--- config.mk ---
export PLATFORM = sky130hd
export DESIGN_NAME = dacc_clear_ctrl
export DESIGN_NICKNAME = d
export VERILOG_FILES = /design/src/common/dacc_pkg.sv /design/src/hdl/dacc_alarm_latch.sv /design/src/hdl/dacc_clear_ctrl.sv
export SDC_FILE = /design/constraint.sdc
export NUM_CORES = 1
export LEC_CHECK = 0
export ABC_CLOCK_PERIOD_IN_PS = 6070
export BUFFER_PORTS_ARGS = -buffer_cell sky130_fd_sc_hd__buf_4
export CAP_MARGIN = 10
export CORE_MARGIN = 10
export CORE_UTILIZATION = 52
export CTS_CLUSTER_SIZE = 25
export DETAILED_ROUTE_END_ITERATION = 8
export PLACE_DENSITY = 0.91
export SLEW_MARGIN = 20
export SYNTH_ARGS = -nofsm -noshare
export SYNTH_HDL_FRONTEND = slang
export SYNTH_HIERARCHICAL = 1
export SYNTH_SLANG_ARGS = --single-unit
--- constraint.sdc ---
create_clock -name clk -period 6.07 [get_ports clk]
set_clock_uncertainty 0.2 [all_clocks]
set_input_delay 0.3035 -clock clk [delete_from_list [all_inputs] [get_ports clk]]
set_output_delay 0.3035 -clock clk [all_outputs]
set_load 0.03 [all_outputs]
--- src/common/dacc_pkg.sv ---
package dacc_pkg;

  // ****************************************************************
  // Alarm slots
  // ****************************************************************
  localparam int NUM_ALARMS = 37;
  localparam int CODE_W     = 10;
  localparam int PARAM_W    = 16;

  // Slot indices that the clearing logic singles out
  localparam int S_OVERCUR  = 0;
  localparam int S_OVERVOLT = 1;
  localparam int S_UNDERVOLT = 2;
  localparam int S_MAGFIELD = 3;
  localparam int S_ENCODER  = 9;
  localparam int S_ADJUST   = 10;
  localparam int S_EMGS     = 11;
  localparam int S_REVLIM   = 12;
  localparam int S_FWDLIM   = 13;
  localparam int S_NVM      = 15;
  localparam int S_TEMPWARN = 31;
  localparam int S_FWUP     = 34;
  localparam int S_PROC_A   = 35;
  localparam int S_PROC_B   = 36;

  // ****************************************************************
  // Parameter fields and reset values
  // ****************************************************************
  localparam int                 FOPT_AUTO_UV_BIT = 2;
  localparam logic [PARAM_W-1:0] FOPT_RESET       = 16'h0000;
  localparam logic [PARAM_W-1:0] SFP_FW_STEP1     = 16'h001e;  // Decimal 30
  localparam logic [PARAM_W-1:0] SFP_FW_STEP2     = 16'h001c;  // Decimal 28
  localparam logic [CODE_W-1:0]  CODE_NONE        = 10'h000;

  // ****************************************************************
  // Clearing policies
  // ****************************************************************
  typedef enum logic [3:0] {
    CLR_ARST      = 4'b0000,  // Alarm reset edge
    CLR_ARST_INIT = 4'b0001,  // Alarm reset edge or initialisation
    CLR_UNDERV    = 4'b0010,  // Auto on good voltage, else reset edge
    CLR_INIT      = 4'b0011,  // Initialisation only
    CLR_ADJUST    = 4'b0100,  // Auto adjustment completion
    CLR_EMGS      = 4'b0101,  // Follows emergency stop input
    CLR_REVLIM    = 4'b0110,  // Reset, servo off, or forward motion
    CLR_FWDLIM    = 4'b0111,  // Reset, servo off, or reverse motion
    CLR_NVM       = 4'b1000,  // Origin dependent sequence
    CLR_SELF      = 4'b1001,  // Follows its own cause
    CLR_FWUP      = 4'b1010,  // Armed parameter sequence then init
    CLR_NONE      = 4'b1011   // Never clears
  } dacc_policy_t;

  // Per slot alarm code as displayed to the operator
  localparam logic [CODE_W-1:0] ALARM_CODE [NUM_ALARMS] = '{
    10'd1, 10'd2, 10'd3, 10'd4, 10'd5, 10'd6, 10'd7, 10'd8, 10'd9, 10'd11,
    10'd12, 10'd13, 10'd14, 10'd15, 10'd16, 10'd17, 10'd18, 10'd19, 10'd20,
    10'd22, 10'd23, 10'd24, 10'd25, 10'd26, 10'd27, 10'd28, 10'd29, 10'd30,
    10'd31, 10'd35, 10'd48, 10'd67, 10'd83, 10'd85, 10'd99, 10'd555, 10'd880};

  // Per slot clearing policy
  localparam dacc_policy_t ALARM_POLICY [NUM_ALARMS] = '{
    CLR_ARST, CLR_ARST_INIT, CLR_UNDERV, CLR_INIT, CLR_ARST, CLR_ARST,
    CLR_ARST, CLR_ARST, CLR_ARST, CLR_INIT, CLR_ADJUST, CLR_EMGS,
    CLR_REVLIM, CLR_FWDLIM, CLR_ARST, CLR_NVM, CLR_ARST, CLR_ARST,
    CLR_ARST, CLR_ARST, CLR_ARST, CLR_INIT, CLR_INIT, CLR_INIT, CLR_INIT,
    CLR_INIT, CLR_INIT, CLR_ARST, CLR_INIT, CLR_INIT, CLR_ARST, CLR_SELF,
    CLR_ARST, CLR_ARST, CLR_FWUP, CLR_NONE, CLR_NONE};

  // ****************************************************************
  // Carriers
  // ****************************************************************
  typedef struct packed {
    logic alarm_reset_input;     // Machine controller alarm reset
    logic emergency_stop_input;  // Emergency stop level
    logic servo_on;              // Servo enable level
    logic power_on_init;         // One-cycle initialisation event
    logic startup_phase;         // High during drive start-up
    logic voltage_ok;            // Supply measurement in range
    logic motor_moving_fwd;      // Motor turning forward
    logic motor_moving_rev;      // Motor turning in reverse
    logic auto_adjust_done;      // One-cycle adjustment completion
    logic param_reset_done;      // One-cycle parameter reset event
  } dacc_ctrl_t;

  typedef struct packed {
    logic               fault_option_wr;      // Write strobe
    logic               special_function_wr;  // Write strobe
    logic [PARAM_W-1:0] data;                 // Write data
  } dacc_param_wr_t;

  typedef enum logic [1:0] {
    NVM_IDLE       = 2'b00,
    NVM_WAIT_RESET = 2'b01,
    NVM_WAIT_SERVO = 2'b10
  } dacc_nvm_state_t;

  typedef enum logic [1:0] {
    FW_IDLE  = 2'b00,
    FW_GOT30 = 2'b01,
    FW_ARMED = 2'b10
  } dacc_fw_state_t;

endpackage

--- src/hdl/dacc_alarm_latch.sv ---
`timescale 1ns/1ps
// Sticky alarm bits; a set in the same cycle as a clear wins
module dacc_alarm_latch #(
  parameter int W = 1
) (
  // Clock and reset
  input  wire logic         clk,
  input  wire logic         rst,
  // Events
  input  wire logic [W-1:0] set,
  input  wire logic [W-1:0] clr,
  // State
  output logic      [W-1:0] q
);

  // Set has priority so no detection is lost on a clear cycle
  always_ff @(posedge clk) begin
    if (rst) begin
      q <= '0;
    end else begin
      q <= set | (q & ~clr);
    end
  end
endmodule

--- src/hdl/dacc_clear_ctrl.sv ---
`timescale 1ns/1ps
// Behaviour
// [RULE1] Reset-class alarms clear on alarm reset
// [RULE2] Encoder and wiring alarms clear only at init
// [RULE3] Magnetic field alarm clears only at init
// [RULE4] Over-voltage also clears at power-on init
// [RULE5] Option bit enables under-voltage self clear
// [RULE6] Adjustment alarm clears when auto adjustment completes
// [RULE7] Emergency stop alarm follows its input
// [RULE8] Limit alarms clear on reset or servo off
// [RULE9] Limit alarm clears moving away from limit
// [RULE10] Start-up memory alarm needs parameter reset, servo on
// [RULE11] Operational memory alarm clears on alarm reset
// [RULE12] Encoder temperature warning clears by itself
// [RULE13] Firmware alarm: write 30, 28, then init
// [RULE14] Processor error alarms never clear
// [RULE15] Report latched alarm code, none when clear
module dacc_clear_ctrl
  import dacc_pkg::*;
#(
  parameter int N = NUM_ALARMS
) (
  // Clock and reset
  input  wire logic           clk,
  input  wire logic           rst,
  // Fault detection, one bit per alarm slot
  input  wire logic [N-1:0]   fault_detect,
  // Machine controller and drive status
  input  wire dacc_ctrl_t     ctrl,
  // Operator parameter writes
  input  wire dacc_param_wr_t param_wr,
  // Operator reporting
  output logic [N-1:0]        alarm_latched,
  output logic [CODE_W-1:0]   alarm_code_reg,
  output logic                alarm_active_reg,
  output logic [PARAM_W-1:0]  fault_option_reg
);

  // ****************************************************************
  // Elaboration check
  // ****************************************************************
  if (N != NUM_ALARMS) begin : g_bad_n
    $error("Slot count must match the alarm table");
  end

  // ****************************************************************
  // Edge detection on controller levels
  // ****************************************************************
  logic arst_prev_reg;   // Alarm reset input last cycle
  logic servo_prev_reg;  // Servo enable last cycle
  logic arst_edge;       // Alarm reset newly asserted
  logic servo_rise;      // Servo switched on
  logic servo_fall;      // Servo switched off

  // Edges keep a held reset input from clearing new alarms repeatedly
  always_ff @(posedge clk) begin
    if (rst) begin
      arst_prev_reg  <= 1'b0;
      servo_prev_reg <= 1'b0;
    end else begin
      arst_prev_reg  <= ctrl.alarm_reset_input;
      servo_prev_reg <= ctrl.servo_on;
    end
  end

  assign arst_edge  = ctrl.alarm_reset_input & ~arst_prev_reg;
  assign servo_rise = ctrl.servo_on & ~servo_prev_reg;
  assign servo_fall = ~ctrl.servo_on & servo_prev_reg;

  // ****************************************************************
  // Parameter writes
  // ****************************************************************
  dacc_fw_state_t  fw_state_reg;   // Firmware clear sequence
  dacc_fw_state_t  fw_state_next;
  logic            sfp_wr30;       // Special function write of 30
  logic            sfp_wr28;       // Special function write of 28

  // Option register steers under-voltage auto clear
  always_ff @(posedge clk) begin
    if (rst) begin
      fault_option_reg <= FOPT_RESET;
    end else if (param_wr.fault_option_wr) begin
      fault_option_reg <= param_wr.data;
    end
  end

  assign sfp_wr30 = param_wr.special_function_wr && (param_wr.data == SFP_FW_STEP1);
  assign sfp_wr28 = param_wr.special_function_wr && (param_wr.data == SFP_FW_STEP2);

  // Order matters: 28 without a preceding 30 arms nothing
  always_comb begin
    fw_state_next = fw_state_reg;
    unique case (fw_state_reg)
      FW_IDLE: begin
        if (sfp_wr30) begin
          fw_state_next = FW_GOT30;  // [RULE13]
        end
      end
      FW_GOT30: begin
        if (sfp_wr28) begin
          fw_state_next = FW_ARMED;  // [RULE13]
        end else if (param_wr.special_function_wr && !sfp_wr30) begin
          fw_state_next = FW_IDLE;
        end
      end
      FW_ARMED: begin
        // Consumed by the initialisation that performs the clear
        if (ctrl.power_on_init) begin
          fw_state_next = FW_IDLE;
        end
      end
      default: fw_state_next = FW_IDLE;
    endcase
  end

  always_ff @(posedge clk) begin
    if (rst) begin
      fw_state_reg <= FW_IDLE;
    end else begin
      fw_state_reg <= fw_state_next;
    end
  end

  // ****************************************************************
  // Nonvolatile memory alarm origin tracking
  // ****************************************************************
  dacc_nvm_state_t nvm_state_reg;  // Start-up recovery progress
  dacc_nvm_state_t nvm_state_next;
  logic            nvm_clear;      // Clear term for the memory alarm

  // A start-up alarm waits for parameter reset, then servo on
  always_comb begin
    nvm_state_next = nvm_state_reg;
    unique case (nvm_state_reg)
      NVM_IDLE: begin
        if (fault_detect[S_NVM] && ctrl.startup_phase) begin
          nvm_state_next = NVM_WAIT_RESET;  // [RULE10]
        end
      end
      NVM_WAIT_RESET: begin
        if (ctrl.param_reset_done) begin
          nvm_state_next = NVM_WAIT_SERVO;  // [RULE10]
        end
      end
      NVM_WAIT_SERVO: begin
        if (servo_rise) begin
          nvm_state_next = NVM_IDLE;
        end
      end
      default: nvm_state_next = NVM_IDLE;
    endcase
  end

  always_ff @(posedge clk) begin
    if (rst) begin
      nvm_state_reg <= NVM_IDLE;
    end else begin
      nvm_state_reg <= nvm_state_next;
    end
  end

  // Reset input only helps an alarm raised in operation
  assign nvm_clear = ((nvm_state_reg == NVM_IDLE) && arst_edge)          // [RULE11]
                   | ((nvm_state_reg == NVM_WAIT_SERVO) && servo_rise);  // [RULE10]

  // ****************************************************************
  // Per slot set and clear decoding
  // ****************************************************************
  logic [N-1:0] alarm_set;    // Detection this cycle
  logic [N-1:0] alarm_clr;    // Clearing condition this cycle
  logic         uv_auto;      // Under-voltage self clear enabled
  logic         limit_common; // Reset or servo off for limits

  assign uv_auto      = fault_option_reg[FOPT_AUTO_UV_BIT];
  assign limit_common = arst_edge | servo_fall;  // [RULE8]

  for (genvar i = 0; i < N; i++) begin : g_slot
    // Emergency stop is raised straight from its input level
    assign alarm_set[i] = fault_detect[i]
                        | ((i == S_EMGS) && ctrl.emergency_stop_input);  // [RULE7]
    assign alarm_clr[i] =
        (ALARM_POLICY[i] == CLR_ARST)      ? arst_edge :                         // [RULE1]
        (ALARM_POLICY[i] == CLR_ARST_INIT) ? (arst_edge | ctrl.power_on_init) :  // [RULE4]
        (ALARM_POLICY[i] == CLR_UNDERV)    ? (uv_auto ? ctrl.voltage_ok
                                                      : arst_edge) :             // [RULE5]
        (ALARM_POLICY[i] == CLR_INIT)      ? ctrl.power_on_init :                // [RULE2] [RULE3]
        (ALARM_POLICY[i] == CLR_ADJUST)    ? ctrl.auto_adjust_done :             // [RULE6]
        (ALARM_POLICY[i] == CLR_EMGS)      ? ~ctrl.emergency_stop_input :        // [RULE7]
        (ALARM_POLICY[i] == CLR_REVLIM)    ? (limit_common
                                              | ctrl.motor_moving_fwd) :         // [RULE9]
        (ALARM_POLICY[i] == CLR_FWDLIM)    ? (limit_common
                                              | ctrl.motor_moving_rev) :         // [RULE9]
        (ALARM_POLICY[i] == CLR_NVM)       ? nvm_clear :
        (ALARM_POLICY[i] == CLR_SELF)      ? ~fault_detect[i] :                  // [RULE12]
        (ALARM_POLICY[i] == CLR_FWUP)      ? ((fw_state_reg == FW_ARMED)
                                              & ctrl.power_on_init) :            // [RULE13]
        1'b0;                                                                    // [RULE14]
  end

  dacc_alarm_latch #(
    .W (N)
  ) u_latch (
    .clk (clk),
    .rst (rst),
    .set (alarm_set),
    .clr (alarm_clr),
    .q   (alarm_latched)
  );

  // ****************************************************************
  // Operator reporting
  // ****************************************************************
  logic [CODE_W-1:0] code_next;  // Code of lowest latched slot

  // Lowest slot wins when several alarms stand at once
  always_comb begin
    code_next = CODE_NONE;
    for (int k = N - 1; k >= 0; k--) begin
      if (alarm_latched[k]) begin
        code_next = ALARM_CODE[k];  // [RULE15]
      end
    end
  end

  always_ff @(posedge clk) begin
    if (rst) begin
      alarm_code_reg   <= CODE_NONE;
      alarm_active_reg <= 1'b0;
    end else begin
      alarm_code_reg   <= code_next;
      alarm_active_reg <= |alarm_latched;  // [RULE15]
    end
  end
endmodule

==> results of run 1 <==
[metal layers]
metal | part of all wire (%) | up-vias | GRT usage [%]
met5 | 0 | - | 0
met3 | 12 | 17 | 8.03
met1 | 38 | 1391 | 19.6
met4 | 2.0 | 0 | 6.71
met2 | 48 | 137 | 31.8
li1 | - | 1475 | -
[stage by stage]
step           instance area (um2)  hold WS [ps]  instances
2_1_floorplan                 3170           229        359
3_3_place_gp                  4120           250        552
3_5_place_dp                  4120           266        552
4_1_cts                       4350          1.16        573
5_1_grt                       4350          6.46        573
6_report                      4350          3.94        573
[power groups by stage]
stage | sequential [mW] | combinational, mW | clock (mW)
finish | 0.512 | 0.232 | 0.329
global route | 0.517 | 0.250 | 0.352
CTS | 0.512 | 0.234 | 0.334
detailed placement | 0.522 | 0.229 | 0
global placement | 0.518 | 0.227 | 0
floorplan | 0.565 | 0.0897 | 0
[Yosys cell counts (all sizes together) (3+ instances only)]
| cell | number |
|---|---|
| a21oi | 46 |
| o21ai | 5 |
| nor3 | 17 |
| or4 | 6 |
| clkbuf | 5 |
| a2111oi | 3 |
| mux2i | 16 |
| inv | 44 |
| dfxtp | 69 |
| nand2 | 8 |
| nor2b | 6 |
| o31ai | 4 |
| nor4 | 7 |
| nand2b | 44 |
| a31oi | 4 |
| buf | 5 |
| nor2 | 41 |
[layout make-up]
class	count	area share [%]
inverter	44	3.80
clock inverter	1	0.115
sequential	69	31.8
tap	75	2.16
clock buffer	15	3.83
timing repair buffer	134	23.4
multi-input combinational	235	34.9
[worst min-delay path by stage]
| stage | startpoint | to | slack (ps) | cells past startpoint |
|---|---|---|---|---|
| after floorplan | ctrl[7] | servo_prev_reg$_SDFF_PP0_ | 230 | 2 |
| after global placement | fw_state_reg[1]$_SDFFE_PP0P_ | fw_state_reg[0]$_SDFFE_PP0P_ | 250 | 1 |
| after detailed placement | fw_state_reg[1]$_SDFFE_PP0P_ | fw_state_reg[0]$_SDFFE_PP0P_ | 270 | 1 |
| after CTS | fault_detect[28] | u_latch/q[28]$_SDFF_PP0_ | 1 | 3 |
| after global routing | fault_detect[36] | u_latch/q[36]$_SDFF_PP0_ | 6 | 3 |
| final | fault_detect[3] | u_latch/q[3]$_SDFF_PP0_ | 4 | 3 |
[cell families after synthesis]
group                  Yosys count  share of synthesized area, %
AND/OR/NAND/NOR                143                          25.0
flip-flops                      69                          43.7
multiplexers                    17                          5.42
other                            1                         0.119
AO/OA/AOI/OAI                   72                          17.2
buffers and inverters           55                          8.59
[worst min-delay path, cell delays in order]
cell     delay (ps)
buf_4            70
inv_1            40
a21oi_2          90
==> results.md, run 1 <==
* Outcome: finished, final reports clean
* Post-DRT Antenna Nets at 0
* Synth unique cells at 42
* FILL cells at roughly 440
* CP startpoint kind: flip-flop
* Clk sinks at between 60 and 70
* Commonest non-fill, non-tap cells in the layout: buf_4 (129), dfxtp_1 (69), nand2b_1 (44), inv_1 (44), nor2_1 (41)
* Slack of the worst reg-to-reg path at approximately 3400 ps
* WP buf/inv at 0
* Via density at about 5.3
* Antenna violations before repair at 0
* Die width at roughly 100 um
* Post-CTS setup buffer count at 0
* Pwr/cell area at ~250 nW/um2
* Req. time, crit path at roughly 6000 ps
* Multi-input gate area at between 1500 and 2000 um2
* Worst setup EP type: flip-flop
* Post-synth ARST share at 0%
* RSZ-0062 raised after global routing: false
* Final period utilization at 43.8%
* # rows at 28
* CTS resizes at 0
* Nets at 560
* Mapped Cells at between 300 and 400
* Worst setup margin at between 3000 and 4000 ps
* Initial DRC count at 166
* Max reg flops at 37
* # IOs at between 100 and 150
* Kind of critical path: reg2reg
* Crit path max fanout at 7
* Clock Power Share at 30.7%
* Crit path to: alarm_code_reg[6]$_SDFF_PP0_
* Pre-antenna DRT Iters at 4
* Largest net degree at the start of global routing at between 60 and 70
* Hold_buf cts at 5
* CTS tree: done
* Layout cells sized above 1 at between 30 and 40%
* Worst R2R End: alarm_code_reg[6]$_SDFF_PP0_
* Cts bufs inserted at 9
* Sw Pwr at approximately 0.32 mW
* Worst reg2reg path depth at 4
* Initial Util at 53.4%
* First-pass GRT wire length at approximately 15000 um
* Ranking of synthesized cells by area: dfxtp_1 (44%), nand2b_1 (8.7%), a21oi_2 (8.3%)
* Worst Hold Class: in2reg
* Grt total ovfl at 0
* Final Max Slew Viols at 0
* Reg area at approximately 1400 um2
* Setup crit start: u_latch/q[14]$_SDFF_PP0_
* Primary FF master, synth: dfxtp_1
* Power share of the combinational group at between 20 and 25%
* Clock-pin slew on the worst setup and hold paths at 70 ps
* Vias post-DR at 3020
* Achievable frequency at between 300 and 400 MHz
* IO Port Bufs at between 100 and 150
* CP dominant cell by count: or4_4
* Post-synth top area share at between 40% and 50%
* Leakage power at approximately 2.0 nW
* VDD IR max at roughly 0.00014 V
* Core area at roughly 5900 um2
* Setup TNS at 0 ps
* Vias in the first global route at just over 3000
* Internal at approximately 0.75 mW
* Final Setup Violations at 0
* Rel. slew slack at 45.4%
* Syn_area_per_cell at 8.85 um2
* Critical path depth at 4
* WL/cell at approximately 16 um
* Synthesized flop and latch total at about 70
* Critical Path AT at around 2700 ps
* Dominant cell type by area after synthesis: dfxtp_1
* Maxcap violations at 0
* Die area at between 9000 and 10000 um2
* Total GRT Usage at between 10% and 20%
* Most common cell after layout, fill and taps aside: buf_4
* CTS Buffer Depth at 2
* Worst skew pair latency at between 300 and 400 ps
* Slowest CP cell: or4_4
* DP Worst Slack at around 3400 ps
* Clock Tree Root: clkbuf_8
* DRC Markers at 0
* Seq pwr share at about 48%
* Final Hold Fails at 0
* Critical path's top delay family: simple AND/OR/NAND/NOR gates
* Post-Route WL at around 9300 um
* Worst stage delay on the critical path at approximately 570 ps
* Post-Syn Area at approximately 3200 um2
* Hpwl dp at 7190 um
* Crit path cell chain: or4_1 > or4_4 > or4_4 > a2111oi_2
* Sequential share of the synthesized area at a little over two fifths
* Area grow syn2layout at 37.5%
* Chip Height at a little under 100 um
* Post-layout util at 73.4%
* Worst Tran Pin Value at 819 ps
* FF-to-FF Start: u_latch/q[14]$_SDFF_PP0_
* H-Tree Depth at 3
* Overall Power at around 1.1 mW
* Antenna fix cells at 0
* Shortest period the worst path allows at roughly 2700 ps
* Placer congestion estimate at roughly 0.9
* Post-synth EDFFs at 0
* Sw frac at 29.8%
* Synth warn at 6
Power figures use the tool's default switching activity.
==> inputs of run 2 (changes only) <==
- ABC_AREA: default -> 1
- ABC_CLOCK_PERIOD_IN_PS: 6070 -> 2600
- CORE_UTILIZATION: 52 -> 48
- PLACE_DENSITY: 0.91 -> 0.84
- clock period: 6.07 -> 2.6 ns (I/O delays scaled with it)
==> results.md, run 2 <==
* CTS Buffer Depth at 2 (unchanged)
* Post-synth top cells: inv_1 (111), nand2_1 (82), nor2_1 (70), dfxtp_1 (69), a21oi_2 (32)
* # IOs at 131 (unchanged)
* Worst R2R End: alarm_code_reg[0]$_SDFF_PP0_
* Max reg flops at 37 (unchanged)
* Syn_area_per_cell at 6.97 um2 (-21%)
* Setup TNS at 0 ps (unchanged)
* FF-to-FF Start: u_latch/q[35]$_SDFF_PP0_
* Req. time, crit path at 2610 ps (-3490 ps)
* Achievable frequency at 458 MHz (+22%)
* CTS tree: done
* Post-DRT Antenna Nets at 0 (unchanged)
* CP startpoint kind: flip-flop
* Final Max Slew Viols at 0 (unchanged)
* Post-synth ARST share at 0% (unchanged)
* Cts bufs inserted at 9 (unchanged)
* Initial DRC count at 196 (+18%)
* Worst setup margin at 416 ps (-2990 ps)
* Grt total ovfl at 0 (unchanged)
* Post-layout util at 83.0% (+9.6 points)
* Crit path to: alarm_code_reg[0]$_SDFF_PP0_
* Kind of critical path: reg2reg
* Post-synth top area share at 42.5% (-1.2 points)
* Clock-pin slew on the worst setup and hold paths at 80 ps (about the same)
* Layout cells sized above 1 at 26.8% (-9.3 points)
* VDD IR max at 0.000491 V (+240%)
* Vias in the first global route at 4085 (+33%)
* Reg area at 1380 um2 (unchanged)
* Clk sinks at 69 (unchanged)
* DP Worst Slack at 438 ps (-2990 ps)
* Clock Tree Root: clkbuf_8
* Synthesized flop and latch total at 69 (unchanged)
* Worst hold stages at 4 (+1)
* Slack of the worst reg-to-reg path at 420 ps (-2990 ps)
* Post-Route WL at 12000 um (+29%)
* Primary FF master, synth: dfxtp_1
* First-pass GRT wire length at 19400 um (+30%)
* Largest net degree at the start of global routing at 47 (-25%)
* Shortest period the worst path allows at 2180 ps (-477 ps)
* Post-Syn Area at 3250 um2 (+2.7%)
* Commonest non-fill, non-tap cells in the layout: buf_4 (131), inv_1 (111), dlygate4sd3_1 (91)
* H-Tree Depth at 3 (unchanged)
* Pre-antenna DRT Iters at 5 (+1)
* Critical Path AT at 2200 ps (-490 ps)
* Worst setup EP type: flip-flop
* Synth warn at 6 (unchanged)
* Post-synth EDFFs at 0 (unchanged)
* Core area at 6460 um2 (+9.1%)
* Worst Tran Pin Value at 688 ps (-131 ps)
* Post-CTS setup buffer count at 0 (unchanged)
* Overall Power at 2.72 mW (+150%)
* Total GRT Usage at 23.2% (+4.7 points)
* Final Setup Violations at 0 (unchanged)
* Hpwl dp at 7450 um (+3.5%)
* Final period utilization at 84.0% (+40 points)
* Synth unique cells at 33 (-21%)
* Die area at 10500 um2 (+8.9%)
* Most common cell after layout, fill and taps aside: buf_4
* Ranking of synthesized cells by area: dfxtp_1 (43%), inv_1 (13%), nand2_1 (9.5%)
* Sequential share of the synthesized area at 42.5% (-1.2 points)
* Via density at 5.01 (-4.9%)
* Outcome: finished, final reports clean
* Crit path max fanout at 7 (unchanged)
* Layout Cells excl Fill at 776 (+35%)
* Chip Height at 102 um (+4.4%)
* Setup crit start: u_latch/q[35]$_SDFF_PP0_
* Most common cell in the netlist: inv_1
* Initial Util at 50.3% (-3.1 points)
* DRC Markers at 0 (unchanged)
* IO Port Bufs at 129 (unchanged)
* Dpl cells at 667 (+21%)
* Worst Hold Class: in2reg
* Area grow syn2layout at 65.0%
* # rows at 29 (+3.6%)
* Final Hold Fails at 0 (unchanged)
* Maxcap violations at 0 (unchanged)
* Worst reg2reg path depth at 26 (+22)
* WL/cell at 15.5 um (-4.5%)
* Nets at 759 (+36%)
* Dominant cell type by area after synthesis: dfxtp_1
* Leakage power at 2.75 nW (+35%)
* Mapped Cells at 466 (+31%)
* FILL cells at 387 (-11%)
* Multi-input gate area at 1340 um2 (-12%)
* Rel. slew slack at 54.1% (+8.7 points)
* Pwr/cell area at 508 nW/um2 (+110%)
* RSZ-0062 raised after global routing: false
* Worst skew pair latency at 350 ps (about the same)
* Die width at 102 um (+4.4%)
* Vias post-DR at 3889 (+29%)
* Placer congestion estimate at 0.920 (+1.7%)
* Antenna violations before repair at 2 (+2)
[run 2: logic make-up after synthesis]
group | after synthesis | synth area share, %
AO/OA/AOI/OAI | 82 | 17.0
buffers and inverters | 127 | 16.5
other | 1 | 0.115
AND/OR/NAND/NOR | 187 | 23.9
flip-flops | 69 | 42.5
[run 2: cell type report]
class                      instances  area share (%)
multi-input combinational        272            25.0
clock inverter                     5           0.654
timing repair buffer             222            35.4
antenna                            2          0.0934
clock buffer                      11            2.83
tap                               77            1.80
inverter                         118            8.52
sequential                        69            25.8
[run 2: critical path: stages (launching register included)]
cell and delay, ps:
dfxtp_1 390, nor2_2 190, nand3_2 90, nand2_1 60, nand2_1 50, nand2_1 50, nand2_1 40, nand2_1 50
nand2_1 50, nand2_1 50, nand2_1 40, nand2_1 50, nand2_1 40, nand2_1 50, nand2_1 40, nand2_1 50
nand2_1 40, nand2_1 50, nand2_1 40, nand2_1 50, nand2_1 40, nand2_1 50, nand2_1 40, nand2_1 50
nand2_1 60, nand2_1 80, a21oi_2 50
[run 2: routing by layer]
layer / wire length (um) / track usage [%] / vias to the layer above
li1: - / - / 1864
met1: 4480 / 24.6 / 1808
met2: 6120 / 40.8 / 173
met3: 944 / 6.82 / 44
met4: 488 / 12.3 / 0
met5: 0 / 0 / -
[run 2: per-stage QoR]
stage	cell area [um2]	hold WS [ps]
floorplan	3250	52.3
global placement	4260	149
detailed placement	4260	160
CTS	5350	43.4
global route	5360	89.3
finish	5360	65.5
[run 2: how the worst min path moves through the flow]
| stage | to | from |
|---|---|---|
| finish | fw_state_reg[1]$_SDFFE_PP0P_ | ctrl[6] |
| global route | fw_state_reg[1]$_SDFFE_PP0P_ | ctrl[6] |
| CTS | fw_state_reg[1]$_SDFFE_PP0P_ | ctrl[6] |
| detailed placement | arst_prev_reg$_SDFF_PP0_ | ctrl[9] |
| global placement | arst_prev_reg$_SDFF_PP0_ | ctrl[9] |
| floorplan | servo_prev_reg$_SDFF_PP0_ | ctrl[7] |
[run 2: repair_timing]
item / 4_1_cts / 5_1_grt
endpoints found under the hold margin: 60 / 0
resized for setup: 0 / 0
hold buffers: 91 / 0
[run 2: report_power, final]
part | internal (mW) | switching, mW
sequential | 1.12 | 0.0675
clock | 0.396 | 0.423
combinational | 0.329 | 0.381
==> inputs of run 3 (changes only) <==
- ABC_CLOCK_PERIOD_IN_PS: 2600 -> 1900
- CORE_UTILIZATION: 48 -> 44
- PLACE_DENSITY: 0.84 -> 0.82
- clock period: 2.6 -> 1.9 ns (I/O delays scaled with it)
==> results.md, run 3 (synthesized netlist as in run 2, its figures left out) <==
* Worst stage delay on the critical path at 360 ps (-30 ps)
* FILL cells at 483 (+25%)
* # rows at 31 (+6.9%)
* Post-DRT Antenna Nets at 0 (unchanged)
* Rel. slew slack at 54.4% (+0.24 points)
* Hpwl dp at 7670 um (+3.0%)
* Initial DRC count at 174 (-11%)
* Maxcap violations at 0 (unchanged)
* Max reg flops at 37 (unchanged)
* Layout cells sized above 1 at 30.7% (+3.8 points)
* Die width at 106 um (+3.6%)
* WP buf/inv at 2 (+2)
* Via density at 4.73 (-5.5%)
* CP dominant cell by count: nand2_1
* Shortest period the worst path allows at 2230 ps (+42.0 ps)
* Leakage power at 2.89 nW (+5.0%)
* Post-Route WL at 12600 um (+4.4%)
* WL/cell at 15.4 um (-0.47%)
* Worst skew pair latency at 350 ps (about the same)
* RSZ-0062 raised after global routing: true
* Critical path's top delay family: compound AO/OA/AOI/OAI gates
* Final Hold Fails at 0 (unchanged)
* Total GRT Usage at 22.0% (-1.2 points)
* Hold slack final at 189 ps (+123 ps)
* Final period utilization at 117% (+33 points)
* Crit path max fanout at 2 (-5)
* DP Worst Slack at -134 ps (-571 ps)
* Pre-antenna DRT Iters at 4 (-1)
* Worst Hold Class: in2reg
* Slowest CP cell: dfxtp_4
* Critical Path AT at 2300 ps (+100 ps)
* Outcome: finished with violations
* Final Setup Violations at 2 (+2)
* Chip Height at 106 um (+3.6%)
* Pwr/cell area at 747 nW/um2 (+47%)
* Worst Tran Pin Value at 684 ps (-3.65 ps)
* Placer congestion estimate at 0.822 (-11%)
* Achievable frequency at 449 MHz (-1.9%)
* Worst setup margin at -326 ps (-742 ps)
* Final Max Slew Viols at 0 (unchanged)
* Req. time, crit path at 1980 ps (-630 ps)
* Most common cell after layout, fill and taps aside: buf_4
* Crit path cell chain: nor2_4 > buf_4 > buf_6 > o21ai_2 > nand2_1 > nand3_1 > nand3_1 > nand2_1 > nand2_1 > a21oi_2 > o21ai_1 > nand2_1 > a21oi_1 > o31ai_1 > nand2_1 > a211oi_2
* Nets at 776 (+2.2%)
* H-Tree Depth at 3 (unchanged)
* Kind of critical path: reg2reg
* Vias post-DR at 3854 (-0.90%)
* Initial Util at 45.0% (-5.3 points)
* Clock Tree Root: clkbuf_8
* CTS tree: done
* First-pass GRT wire length at 20300 um (+4.9%)
* Core area at 7210 um2 (+12%)
* Setup TNS at -503 ps (-503 ps)
* Worst setup EP type: flip-flop
* # IOs at 131 (unchanged)
* Commonest non-fill, non-tap cells in the layout: buf_4 (147), inv_1 (111), dlygate4sd3_1 (91)
* Clock-pin slew on the worst setup and hold paths at 80 ps (about the same)
* Grt total ovfl at 0 (unchanged)
* DRC Markers at 0 (unchanged)
* Clk sinks at 69 (unchanged)
* CP startpoint kind: flip-flop
* Failing checks: setup timing
* IO Port Bufs at 129 (unchanged)
* Die area at 11200 um2 (+7.3%)
* Vias in the first global route at 4095 (+0.24%)
* Cts bufs inserted at 9 (unchanged)
* CTS Buffer Depth at 2 (unchanged)
* Area grow syn2layout at 73.8%
* VDD IR max at 0.000502 V (+2.3%)
* Largest net degree at the start of global routing at 47 (unchanged)
* Antenna violations before repair at 1 (-1)
==> run 3: cell count changes in the layout (fill, tap and decap cells not counted), moves of 2 or more <==
| cell | change |
|---|---|
| buf_4 | +16 |
| dfxtp_1 | -9 |
| dfxtp_2 | +6 |
| clkinvlp_4 | -4 |
| bufinv_16 | +3 |
| dfxtp_4 | +3 |
| clkbuf_8 | -2 |
| clkinv_4 | +2 |
| nor2_1 | -2 |
| nor2_4 | +2 |
==> run 3: per-stage QoR <==
stage | instance area, um2 | utilization [%] | std cells | power [mW]
floorplan | 3290 | - | 468 | 2.12
global placement | 4430 | 61.5 | 705 | 2.46
detailed placement | 4430 | 61.5 | 705 | 2.48
CTS | 5610 | 77.8 | 812 | 4.18
global route | 5640 | 78.2 | 814 | 4.38
finish | 5640 | 78.2 | 814 | 4.22
==> run 3: where the power goes <==
part | total, mW | internal, mW | switching (mW) | leakage, nW
Clock | 1.56 | 0.961 | 0.601 | 0.132
Sequential | 1.62 | 1.54 | 0.0806 | 0.576
Combinational | 1.04 | 0.487 | 0.551 | 2.18
Total | 4.22 | 2.98 | 1.23 | 2.89
==> run 3: path summary, 6_finish.rpt <==
kind	from	end	slack, ps	depth (start not counted)
worst min register to register	u_latch/q[0]$_SDFF_PP0_	alarm_code_reg[0]$_SDFF_PP0_	300	2
worst min-delay path	rst	arst_prev_reg$_SDFF_PP0_	190	3
worst max register to register	u_latch/q[35]$_SDFF_PP0_	alarm_code_reg[1]$_SDFF_PP0_	-330	16
worst max-delay path	u_latch/q[35]$_SDFF_PP0_	alarm_code_reg[1]$_SDFF_PP0_	-330	16
==> run 3: worst min-delay path: stages <==
cell and delay [ps]:
buf_4 120, buf_4 320, nor2_1 160
==> run 3: layout make-up <==
cell class	instances	area (um2)	area share, %
repair buffers	239	2030	35.9
flip-flops and latches	69	1400	24.8
multi-input cells	272	1370	24.3
inverters	118	457	8.09
clock buffers	10	149	2.64
well taps	99	124	2.19
clock inverters	6	116	2.06
diodes	1	2.50	0.0443
==> run 3: metal layers <==
metal	GRT usage, %	part of all wire (%)	up-vias
li1	-	-	1897
met1	23.4	39	1758
met2	39.6	51	169
met3	6.94	7.9	30
met4	8.70	2.6	0
met5	0	0	-
==> run 3: what timing repair did <==
action,4_1_cts,5_1_grt
hold buffers,91,0
setup buffers,0,1
pin swaps,1,9
setup endpoints to repair,2,7
gates resized for setup,0,6
hold endpoints to repair,61,0
